## src/fpic_pkg.sv

```systemverilog
// Constants for the flat priority interrupt controller.
// Assumes a 16-bit core and peripheral registers on the same clock.
package fpic_pkg;

	// Handler vector and control reset values
	localparam logic [15:0] VECTOR_RESET = 16'h0000;
	localparam logic GLOBAL_EN_RESET = 1'h0;
	localparam logic IN_SERVICE_RESET = 1'h0;
	localparam logic [7:0] MODULE_MASK_RESET = 8'h00;

	// Control register fields
	localparam int CTRL_GLOBAL_EN_BIT = 0;
	localparam int CTRL_IN_SERVICE_BIT = 1;

	// Module mask register fields
	localparam int MASK_MOD0_BIT = 0;
	localparam int MASK_MOD1_BIT = 1;
	localparam int MASK_MOD2_BIT = 2;
	localparam int MASK_MOD3_BIT = 3;
	localparam int MASK_SYSTEM_BIT = 7;

	// External sources, port 0 then port 1
	localparam int EXT_LOW_W = 8;
	localparam int EXT_HIGH_W = 4;
	localparam int EXT_W = 12;
	localparam logic [11:0] EXT_RESET = 12'h000;

	// Supply monitor register fields
	localparam int SUPPLY_EN_BIT = 2;
	localparam int SUPPLY_FLAG_BIT = 3;

	// Serial port fields
	localparam int SERIAL_EN_BIT = 2;
	localparam int SERIAL_RX_BIT = 0;
	localparam int SERIAL_TX_BIT = 1;

	// SPI fields: four flags in one contiguous field
	localparam int SPI_EN_BIT = 7;
	localparam int SPI_FLAG_LO = 3;
	localparam int SPI_FLAG_HI = 6;

	// Two-wire sources: bits 0..9 and 11, bit 10 has no source
	localparam logic [11:0] TW_SOURCE_MASK = 12'hBFF;

	// Timer B fields
	localparam int TB_EN_BIT = 1;
	localparam int TB_TRIG_BIT = 6;
	localparam int TB_OVF_BIT = 7;

	// Converter, amplifier and watchdog fields
	localparam int CONV_EN_BIT = 5;
	localparam int CONV_FLAG_BIT = 5;
	localparam int AMP_EN_BIT = 4;
	localparam int AMP_FLAG_BIT = 5;
	localparam int WD_EN_BIT = 6;
	localparam int WD_FLAG_BIT = 3;

endpackage

```

## src/fpic_ext_if.sv

```systemverilog
// Link between the controller core and its external flag holder.
// Assumes both ends run on the same clock.
`timescale 1ns/1ps
interface fpic_ext_if #(parameter int W = 12);
	logic [W-1:0] pins;
	logic [W-1:0] wr_sel;
	logic [W-1:0] wr_data;
	logic [W-1:0] flags;

	modport owner (input pins, input wr_sel, input wr_data, output flags);
	modport user (output pins, output wr_sel, output wr_data, input flags);
endinterface

```

## src/fpic_ext_flags.sv

```systemverilog
// External interrupt flags: pin synchroniser, edge detect, flag store.
// Assumes pins are asynchronous; rising edge marks an event.
`timescale 1ns/1ps
module fpic_ext_flags #(
	parameter int W = 12
) (
	input wire logic i_clk,
	input wire logic i_rst,
	fpic_ext_if.owner ext
);

	logic [W-1:0] sync1_r;
	logic [W-1:0] sync2_r;
	logic [W-1:0] prev_r;
	logic [W-1:0] flags_r;
	logic [W-1:0] hw_set;
	logic [W-1:0] flags_nxt;

	// First stage feeds only the second
	always_ff @(posedge i_clk or posedge i_rst)
	begin
		if (i_rst)
		begin
			sync1_r <= '0;
			sync2_r <= '0;
			prev_r <= '0;
		end
		else
		begin
			sync1_r <= ext.pins;
			sync2_r <= sync1_r;
			prev_r <= sync2_r;
		end
	end

	assign hw_set = sync2_r & ~prev_r;

	// Hardware only sets; a write in the same cycle cannot lose the event
	always_comb
	begin
		flags_nxt = (ext.wr_sel & ext.wr_data) | (~ext.wr_sel & flags_r);
		flags_nxt = flags_nxt | hw_set;
	end

	always_ff @(posedge i_clk or posedge i_rst)
	begin
		if (i_rst)
			flags_r <= '0;
		else
			flags_r <= flags_nxt;
	end

	assign ext.flags = flags_r;

	a_edge_sets_flag: assert property (
		@(posedge i_clk) disable iff (i_rst)
		(|hw_set) |=> ((flags_r & $past(hw_set)) == $past(hw_set)))
		else $error("pin edge did not set its flag");

	a_flag_only_sw_clear: assert property (
		@(posedge i_clk) disable iff (i_rst)
		##1 ((($past(flags_r) & ~flags_r)
			& ~($past(ext.wr_sel) & ~$past(ext.wr_data))) == '0))
		else $error("flag cleared without software write");

endmodule

```

## src/fpic_top.sv

```systemverilog
// Flat priority interrupt controller: gating, in-service and vector.
// Assumes peripheral registers and core strobes share I_CLK.
`timescale 1ns/1ps
module fpic_top (
	// Clock and reset
	input wire logic I_CLK,
	input wire logic I_RST,
	// External interrupt pins
	input wire logic [7:0] I_PORT0_PINS,
	input wire logic [3:0] I_PORT1_PINS,
	// Software writes to control state
	input wire logic I_CONTROL_WR,
	input wire logic [15:0] I_CONTROL_WDATA,
	input wire logic I_MODULE_MASK_WR,
	input wire logic [7:0] I_MODULE_MASK_WDATA,
	input wire logic I_VECTOR_WR,
	input wire logic [15:0] I_VECTOR_WDATA,
	input wire logic I_EXT_ENABLE_LOW_WR,
	input wire logic I_EXT_ENABLE_HIGH_WR,
	input wire logic I_EXT_FLAG_LOW_WR,
	input wire logic I_EXT_FLAG_HIGH_WR,
	input wire logic [7:0] I_EXT_WDATA,
	// Peripheral registers holding local enables and flags
	input wire logic [15:0] I_SUPPLY_MONITOR_REG,
	input wire logic [15:0] I_SERIAL_MODE_REG,
	input wire logic [15:0] I_SERIAL_CONTROL_REG,
	input wire logic [15:0] I_SPI_CONFIG_REG,
	input wire logic [15:0] I_SPI_CONTROL_REG,
	input wire logic [15:0] I_TWOWIRE_STATUS_REG,
	input wire logic [15:0] I_TWOWIRE_IRQ_ENABLE_REG,
	input wire logic [15:0] I_TIMER_B_CONTROL_REG,
	input wire logic [15:0] I_CONVERTER_CONTROL_REG,
	input wire logic [15:0] I_CONVERTER_STATUS_REG,
	input wire logic [15:0] I_AMPLIFIER_CONTROL_REG,
	input wire logic [15:0] I_WATCHDOG_CONTROL_REG,
	// Core sequencer strobes
	input wire logic I_VECTOR_TAKEN,
	input wire logic I_IRQ_RETURN,
	// Request and vector to the core
	output logic O_IRQ_REQ,
	output logic [15:0] O_HANDLER_VECTOR,
	// Control state readback
	output logic O_GLOBAL_ENABLE,
	output logic O_IN_SERVICE,
	output logic [7:0] O_MODULE_MASK,
	output logic [11:0] O_EXT_ENABLES,
	output logic [11:0] O_EXT_FLAGS
);

	logic global_irq_enable_r;
	logic in_service_bit_r;
	logic [7:0] module_mask_reg_r;
	logic [15:0] handler_vector_reg_r;
	logic [11:0] ext_enable_r;
	logic irq_req_r;
	logic pending;
	logic [3:0] group_hit;
	logic system_hit;
	logic [11:0] ext_flags;

	fpic_ext_if #(.W(fpic_pkg::EXT_W)) ext_link ();

	// Software writes reach flags per byte register
	assign ext_link.pins = {I_PORT1_PINS, I_PORT0_PINS};
	assign ext_link.wr_sel = {{fpic_pkg::EXT_HIGH_W{I_EXT_FLAG_HIGH_WR}},
		{fpic_pkg::EXT_LOW_W{I_EXT_FLAG_LOW_WR}}};
	assign ext_link.wr_data = {I_EXT_WDATA[3:0], I_EXT_WDATA};
	assign ext_flags = ext_link.flags;

	fpic_ext_flags #(.W(fpic_pkg::EXT_W)) u_ext_flags (
		.i_clk(I_CLK),
		.i_rst(I_RST),
		.ext(ext_link)
	);

	// Any enabled flag within a module group
	function automatic logic any_pair(input logic [15:0] fl,
		input logic [15:0] en);
		any_pair = |(fl & en);
	endfunction

	always_comb
	begin
		group_hit = '0;
		group_hit[0] = any_pair({4'h0, ext_flags}, {4'h0, ext_enable_r})
			| (I_SUPPLY_MONITOR_REG[fpic_pkg::SUPPLY_EN_BIT]
			& I_SUPPLY_MONITOR_REG[fpic_pkg::SUPPLY_FLAG_BIT]);
		group_hit[1] = (I_SERIAL_MODE_REG[fpic_pkg::SERIAL_EN_BIT]
			& (I_SERIAL_CONTROL_REG[fpic_pkg::SERIAL_RX_BIT]
			| I_SERIAL_CONTROL_REG[fpic_pkg::SERIAL_TX_BIT]))
			| (I_SPI_CONFIG_REG[fpic_pkg::SPI_EN_BIT]
			& (|I_SPI_CONTROL_REG[fpic_pkg::SPI_FLAG_HI:
			fpic_pkg::SPI_FLAG_LO]))
			| any_pair(I_TWOWIRE_STATUS_REG, I_TWOWIRE_IRQ_ENABLE_REG
			& {4'h0, fpic_pkg::TW_SOURCE_MASK});
		group_hit[2] = I_TIMER_B_CONTROL_REG[fpic_pkg::TB_EN_BIT]
			& (I_TIMER_B_CONTROL_REG[fpic_pkg::TB_TRIG_BIT]
			| I_TIMER_B_CONTROL_REG[fpic_pkg::TB_OVF_BIT]);
		group_hit[3] = (I_CONVERTER_CONTROL_REG[fpic_pkg::CONV_EN_BIT]
			& I_CONVERTER_STATUS_REG[fpic_pkg::CONV_FLAG_BIT])
			| (I_AMPLIFIER_CONTROL_REG[fpic_pkg::AMP_EN_BIT]
			& I_AMPLIFIER_CONTROL_REG[fpic_pkg::AMP_FLAG_BIT]);
	end

	assign system_hit = I_WATCHDOG_CONTROL_REG[fpic_pkg::WD_EN_BIT]
		& I_WATCHDOG_CONTROL_REG[fpic_pkg::WD_FLAG_BIT];

	// No ranking among sources: one request line, one vector
	assign pending = global_irq_enable_r & ~in_service_bit_r
		& ((|(group_hit & module_mask_reg_r[3:0]))
		| (system_hit & module_mask_reg_r[fpic_pkg::MASK_SYSTEM_BIT]));

	always_ff @(posedge I_CLK or posedge I_RST)
	begin
		if (I_RST)
			irq_req_r <= 1'h0;
		else
			irq_req_r <= pending & ~I_VECTOR_TAKEN;
	end

	// Global enable
	always_ff @(posedge I_CLK or posedge I_RST)
	begin
		if (I_RST)
			global_irq_enable_r <= fpic_pkg::GLOBAL_EN_RESET;
		else if (I_CONTROL_WR)
			global_irq_enable_r <=
				I_CONTROL_WDATA[fpic_pkg::CTRL_GLOBAL_EN_BIT];
	end

	// Vectoring wins over return and software so a taken handler is guarded
	always_ff @(posedge I_CLK or posedge I_RST)
	begin
		if (I_RST)
			in_service_bit_r <= fpic_pkg::IN_SERVICE_RESET;
		else if (I_VECTOR_TAKEN)
			in_service_bit_r <= 1'h1;
		else if (I_IRQ_RETURN)
			in_service_bit_r <= 1'h0;
		else if (I_CONTROL_WR)
			in_service_bit_r <=
				I_CONTROL_WDATA[fpic_pkg::CTRL_IN_SERVICE_BIT];
	end

	// Module mask
	always_ff @(posedge I_CLK or posedge I_RST)
	begin
		if (I_RST)
			module_mask_reg_r <= fpic_pkg::MODULE_MASK_RESET;
		else if (I_MODULE_MASK_WR)
			module_mask_reg_r <= I_MODULE_MASK_WDATA;
	end

	// Handler vector
	always_ff @(posedge I_CLK or posedge I_RST)
	begin
		if (I_RST)
			handler_vector_reg_r <= fpic_pkg::VECTOR_RESET;
		else if (I_VECTOR_WR)
			handler_vector_reg_r <= I_VECTOR_WDATA;
	end

	// External local enables
	always_ff @(posedge I_CLK or posedge I_RST)
	begin
		if (I_RST)
			ext_enable_r <= fpic_pkg::EXT_RESET;
		else
		begin
			if (I_EXT_ENABLE_LOW_WR)
				ext_enable_r[7:0] <= I_EXT_WDATA;
			if (I_EXT_ENABLE_HIGH_WR)
				ext_enable_r[11:8] <= I_EXT_WDATA[3:0];
		end
	end

	assign O_IRQ_REQ = irq_req_r;
	assign O_HANDLER_VECTOR = handler_vector_reg_r;
	assign O_GLOBAL_ENABLE = global_irq_enable_r;
	assign O_IN_SERVICE = in_service_bit_r;
	assign O_MODULE_MASK = module_mask_reg_r;
	assign O_EXT_ENABLES = ext_enable_r;
	assign O_EXT_FLAGS = ext_flags;

	a_req_needs_global: assert property (
		@(posedge I_CLK) disable iff (I_RST)
		O_IRQ_REQ |-> $past(global_irq_enable_r) && !$past(in_service_bit_r))
		else $error("request without global enable or while in service");

	a_service_blocks_req: assert property (
		@(posedge I_CLK) disable iff (I_RST)
		in_service_bit_r |=> !O_IRQ_REQ)
		else $error("request raised while in service");

	a_taken_sets_service: assert property (
		@(posedge I_CLK) disable iff (I_RST)
		I_VECTOR_TAKEN |=> in_service_bit_r ##1 1'b1)
		else $error("vectoring did not set in-service");

	a_return_clears: assert property (
		@(posedge I_CLK) disable iff (I_RST)
		I_IRQ_RETURN && !I_VECTOR_TAKEN |=> !in_service_bit_r)
		else $error("return did not clear in-service");

	a_mask_blocks_all: assert property (
		@(posedge I_CLK) disable iff (I_RST)
		module_mask_reg_r == 8'h00 |=> !O_IRQ_REQ)
		else $error("request with all modules masked");

	a_vector_stable: assert property (
		@(posedge I_CLK) disable iff (I_RST)
		!I_VECTOR_WR |=> $stable(O_HANDLER_VECTOR))
		else $error("vector changed without a write");

	a_watchdog_fires: assert property (
		@(posedge I_CLK) disable iff (I_RST)
		global_irq_enable_r && !in_service_bit_r && !I_VECTOR_TAKEN
		&& module_mask_reg_r[7] && system_hit |=> O_IRQ_REQ)
		else $error("enabled watchdog source did not request");

	a_ext_fires: assert property (
		@(posedge I_CLK) disable iff (I_RST)
		global_irq_enable_r && !in_service_bit_r && !I_VECTOR_TAKEN
		&& module_mask_reg_r[0] && (|(ext_flags & ext_enable_r))
		|=> O_IRQ_REQ)
		else $error("enabled external source did not request");

	a_timer_gated: assert property (
		@(posedge I_CLK) disable iff (I_RST)
		!module_mask_reg_r[0] && !module_mask_reg_r[1]
		&& !module_mask_reg_r[3] && !module_mask_reg_r[7]
		&& !I_TIMER_B_CONTROL_REG[1] |=> !O_IRQ_REQ)
		else $error("timer request with its enable off");

	a_supply_fires: assert property (
		@(posedge I_CLK) disable iff (I_RST)
		global_irq_enable_r && !in_service_bit_r && !I_VECTOR_TAKEN
		&& module_mask_reg_r[fpic_pkg::MASK_MOD0_BIT]
		&& I_SUPPLY_MONITOR_REG[fpic_pkg::SUPPLY_EN_BIT]
		&& I_SUPPLY_MONITOR_REG[fpic_pkg::SUPPLY_FLAG_BIT] |=> O_IRQ_REQ)
		else $error("enabled supply monitor source did not request");

	a_serial_fires: assert property (
		@(posedge I_CLK) disable iff (I_RST)
		global_irq_enable_r && !in_service_bit_r && !I_VECTOR_TAKEN
		&& module_mask_reg_r[fpic_pkg::MASK_MOD1_BIT]
		&& I_SERIAL_MODE_REG[fpic_pkg::SERIAL_EN_BIT]
		&& (I_SERIAL_CONTROL_REG[fpic_pkg::SERIAL_RX_BIT]
		|| I_SERIAL_CONTROL_REG[fpic_pkg::SERIAL_TX_BIT]) |=> O_IRQ_REQ)
		else $error("enabled serial source did not request");

	a_spi_fires: assert property (
		@(posedge I_CLK) disable iff (I_RST)
		global_irq_enable_r && !in_service_bit_r && !I_VECTOR_TAKEN
		&& module_mask_reg_r[fpic_pkg::MASK_MOD1_BIT]
		&& I_SPI_CONFIG_REG[fpic_pkg::SPI_EN_BIT]
		&& (|I_SPI_CONTROL_REG[fpic_pkg::SPI_FLAG_HI:fpic_pkg::SPI_FLAG_LO])
		|=> O_IRQ_REQ)
		else $error("enabled SPI source did not request");

	a_twowire_fires: assert property (
		@(posedge I_CLK) disable iff (I_RST)
		global_irq_enable_r && !in_service_bit_r && !I_VECTOR_TAKEN
		&& module_mask_reg_r[fpic_pkg::MASK_MOD1_BIT]
		&& (|(I_TWOWIRE_STATUS_REG[11:0] & I_TWOWIRE_IRQ_ENABLE_REG[11:0]
		& fpic_pkg::TW_SOURCE_MASK)) |=> O_IRQ_REQ)
		else $error("enabled two-wire source did not request");

	a_timer_fires: assert property (
		@(posedge I_CLK) disable iff (I_RST)
		global_irq_enable_r && !in_service_bit_r && !I_VECTOR_TAKEN
		&& module_mask_reg_r[fpic_pkg::MASK_MOD2_BIT]
		&& I_TIMER_B_CONTROL_REG[fpic_pkg::TB_EN_BIT]
		&& (I_TIMER_B_CONTROL_REG[fpic_pkg::TB_TRIG_BIT]
		|| I_TIMER_B_CONTROL_REG[fpic_pkg::TB_OVF_BIT]) |=> O_IRQ_REQ)
		else $error("enabled timer source did not request");

	a_converter_fires: assert property (
		@(posedge I_CLK) disable iff (I_RST)
		global_irq_enable_r && !in_service_bit_r && !I_VECTOR_TAKEN
		&& module_mask_reg_r[fpic_pkg::MASK_MOD3_BIT]
		&& I_CONVERTER_CONTROL_REG[fpic_pkg::CONV_EN_BIT]
		&& I_CONVERTER_STATUS_REG[fpic_pkg::CONV_FLAG_BIT] |=> O_IRQ_REQ)
		else $error("enabled converter source did not request");

	a_amp_fires: assert property (
		@(posedge I_CLK) disable iff (I_RST)
		global_irq_enable_r && !in_service_bit_r && !I_VECTOR_TAKEN
		&& module_mask_reg_r[fpic_pkg::MASK_MOD3_BIT]
		&& I_AMPLIFIER_CONTROL_REG[fpic_pkg::AMP_EN_BIT]
		&& I_AMPLIFIER_CONTROL_REG[fpic_pkg::AMP_FLAG_BIT] |=> O_IRQ_REQ)
		else $error("enabled amplifier source did not request");

	a_taken_drops_req: assert property (
		@(posedge I_CLK) disable iff (I_RST)
		I_VECTOR_TAKEN |=> !O_IRQ_REQ)
		else $error("request stood after vectoring");

	a_sw_service_write: assert property (
		@(posedge I_CLK) disable iff (I_RST)
		I_CONTROL_WR && !I_VECTOR_TAKEN && !I_IRQ_RETURN
		|=> in_service_bit_r
		== $past(I_CONTROL_WDATA[fpic_pkg::CTRL_IN_SERVICE_BIT]))
		else $error("software write did not set in-service");

endmodule
```

## config.mk

```make
export PLATFORM = sky130hd
export DESIGN_NAME = fpic_top
export DESIGN_NICKNAME = d
export VERILOG_FILES = /design/src/fpic_pkg.sv /design/src/fpic_ext_if.sv /design/src/fpic_ext_flags.sv /design/src/fpic_top.sv
export SDC_FILE = /design/constraint.sdc
export NUM_CORES = 1
export LEC_CHECK = 0
export BUFFER_PORTS_ARGS = -buffer_cell sky130_fd_sc_hd__buf_2
export CAP_MARGIN = 25
export CORE_AREA = 2 2 121 123
export DETAILED_ROUTE_END_ITERATION = 7
export DIE_AREA = 0 0 123 125
export SLEW_MARGIN = 20
export SYNTH_ARGS = -nofsm -noshare
export SYNTH_HDL_FRONTEND = slang
export SYNTH_SLANG_ARGS = --single-unit
```

## constraint.sdc

```tcl
create_clock -name I_CLK -period 4.19 [get_ports I_CLK]
set_input_delay 0.419 -clock I_CLK [delete_from_list [all_inputs] [get_ports I_CLK]]
set_output_delay 0.419 -clock I_CLK [all_outputs]
set_load 0.1 [all_outputs]
```

==> metrics.txt <==
CTS tree=built; Final ANT Viol Nets=0; endpoints failing hold=0; Clock Path Buffers=2; Hold Crit Class=input port to flop; Post-synth EDFFs=0; vias in the first global route=between 2000 and 2500; clock root buffer=clkbuf_16; first-pass GRT wire length=12700 um; Synth Instances=between 150 and 200; largest net degree at the start of global routing=46; multi-input logic area=between 800 and 900 um2; worst-path cell chain=buf_2; minimum clock period=around 1.6 ns; Post-Syn Nets=460; Die Wd=approximately 120 um; final WL=~8400 um; top area cells in the synthesized netlist=dfrtp_1, mux2_2, mux2i_1, a22oi_1, o21ai_0; critical path class=flop to primary output; slowest cell on the critical path=buf_2; Final Setup Violations=0; Initial Util=0.216; Crit path arrival time=roughly 1.2 ns; Synth Cell Area=a little over 3000 um2; CTS-repair resized insts=0; Slew HR=0.489; PortBufs=about 150; Post-Layout Inst Area=approximately 4300 um2; Area growth, synth to finish=40.5%; YS warnings=0; worst skew pair latency=roughly 0.34 ns; Post-synth top cells=dfrtp_1, mux2_2, inv_1, o21ai_0, mux2i_1; count leader, synth=dfrtp_1; crit start category=flop; Least-Margin Pin Slew=roughly 0.77 ns; grt total ovfl=0; CTS H-tree lvls=3; total number of vias=approximately 2200; # fillers=about 1500; drt wl/cell=15.4 um; library cells used by synthesis=17; total CTS buffers=9; setup bufs post-CTS=0; vias per inst=roughly 4.0; layout cells sized above 1=0.570; GPL Wtd Cong=0.753; die height=roughly 130 um; Leakage Power=around 2.1 nW; Final Max Slew Viols=0; CP Depth=1; Crit Path Max Fanout=3; Detail Placement HPWL=between 6000 and 7000 um; CTS clock-pin slew for the worst setup and hold paths=around 0.070 ns; Crit path max-delay family=buffers and inverters; R2R depth=4; CTS Hold Bufs=0; max_cap viols=0; total die area=15400 um2; Placed Area=4010 um2; synthesis-stage register bit count=87; nets=slightly above 600; outcome=finished, final reports clean; clock skew=~0.0073 ns; first-iteration detailed-routing DRC count=56; worst hold path depth=1; Synth Flop Type=dfrtp_1; CTS Sinks=between 80 and 90; syn avg cell area=around 16 um2; register area=between 2000 and 2500 um2; Max IR drop VDD=roughly 0.00025 V; RSZ-0062 raised after global routing=false; leading area contributor after synthesis=dfrtp_1; Max Clock Freq=roughly 600 MHz; I/O pin total=314; GRT Util Overall=0.113; CORE AREA=roughly 14000 um2; CP Buf/Inv Count=1; antenna violations before repair=1; Post-synth ARST share=1.00; sequential fraction of the synthesis area=0.711; Placement Rows=44; CP Data Required Time=around 3.8 ns; final worst path period share=0.391; TNS Setup=0 ns; DRC Markers=0; Crit. End Element=primary output; Crit path largest cell delay=around 0.46 ns; drt pass-1 iters=4; Yosys top cell area share=0.711; PD cells=around 530 nW/um2
[final cells by class]
cell class	instances	share of cell area
antenna	1	0.000582
clock buffer	10	0.0555
clock inverter	6	0.0119
inverter	14	0.0125
multi-input combinational	90	0.186
sequential	87	0.506
tap	184	0.0535
timing repair buffer	149	0.174
[layout by cell type, fill, tap and decap left out, types with 2 or more instances in the layout]
cell	instances
inv_6	2
a22oi_1	10
mux2_2	36
clkinv_2	2
a222oi_1	2
nand3_1	5
nand2_1	2
clkinv_4	2
mux2i_1	13
o211ai_1	4
clkbuf_16	9
buf_2	148
inv_1	13
dfrtp_1	87
o21ai_0	14
[cells by family after synthesis]
| kind of cell | after synthesis | synth area share |
|---|---|---|
| muxes | 49 | 0.175 |
| DFF | 87 | 0.711 |
| AOI/OAI and AO/OA | 32 | 0.0715 |
| and+or+nand+nor | 9 | 0.0151 |
| buffers and inverters | 20 | 0.0274 |
[metrics by stage]
stage | total power [mW] | hold slack, ns | std cells | util | setup slack (ns)
floorplan | 1.39 | 0.331 | 197 | - | 1.52
global placement | 1.53 | 0.333 | 524 | 0.282 | 2.55
detailed placement | 1.54 | 0.337 | 524 | 0.282 | 2.50
CTS | 2.33 | 0.165 | 540 | 0.303 | 2.54
global route | 2.39 | 0.162 | 540 | 0.303 | 2.51
finish | 2.29 | 0.181 | 541 | 0.303 | 2.55
[flip-flops by register name, indices dropped and copies added, names as in the netlist]
signal	count
u_ext_flags.ext.flags	12
O_MODULE_MASK	8
u_ext_flags.prev_r	12
O_IRQ_REQ	1
O_IN_SERVICE	1
O_EXT_ENABLES	12
O_GLOBAL_ENABLE	1
u_ext_flags.sync1_r	12
O_HANDLER_VECTOR	16
u_ext_flags.sync2_r	12
[layer usage]
layer / vias to the layer above / routed length [um] / global-route usage / part of all wire
li1: 1010 / - / - / -
met1: 1043 / 3770 / 0.146 / 0.45
met2: 109 / 3530 / 0.161 / 0.42
met3: 7 / 927 / 0.0561 / 0.11
met4: 0 / 125 / 0.0481 / 0.015
met5: - / 0 / 0 / 0
[power breakdown]
group / total (mW) / leakage [nW] / switching (mW) / internal, mW
logic: 0.570 / 0.944 / 0.455 / 0.114
clock network: 0.770 / 0.145 / 0.343 / 0.427
registers: 0.946 / 1.00 / 0.0411 / 0.905
total: 2.29 / 2.09 / 0.839 / 1.45
[path summary, 6_finish.rpt]
path | slack [ns] | from | to
min in group asynchronous | 0.20 | I_RST | O_HANDLER_VECTOR[4]$_DFFE_PP0P_
worst max-delay path | 2.55 | u_ext_flags.ext.flags[10]$_DFF_PP0_ | O_EXT_FLAGS[10]
worst max register to register | 2.74 | O_EXT_ENABLES[0]$_DFFE_PP0P_ | O_IRQ_REQ$_DFF_PP0_
max in group asynchronous | 3.00 | I_RST | u_ext_flags.ext.flags[1]$_DFF_PP0_
worst min register to register | 0.35 | u_ext_flags.sync1_r[6]$_DFF_PP0_ | u_ext_flags.sync2_r[6]$_DFF_PP0_
worst min-delay path | 0.18 | I_PORT1_PINS[2] | u_ext_flags.sync1_r[10]$_DFF_PP0_
No activity file was read; power rests on OpenSTA's default activity.
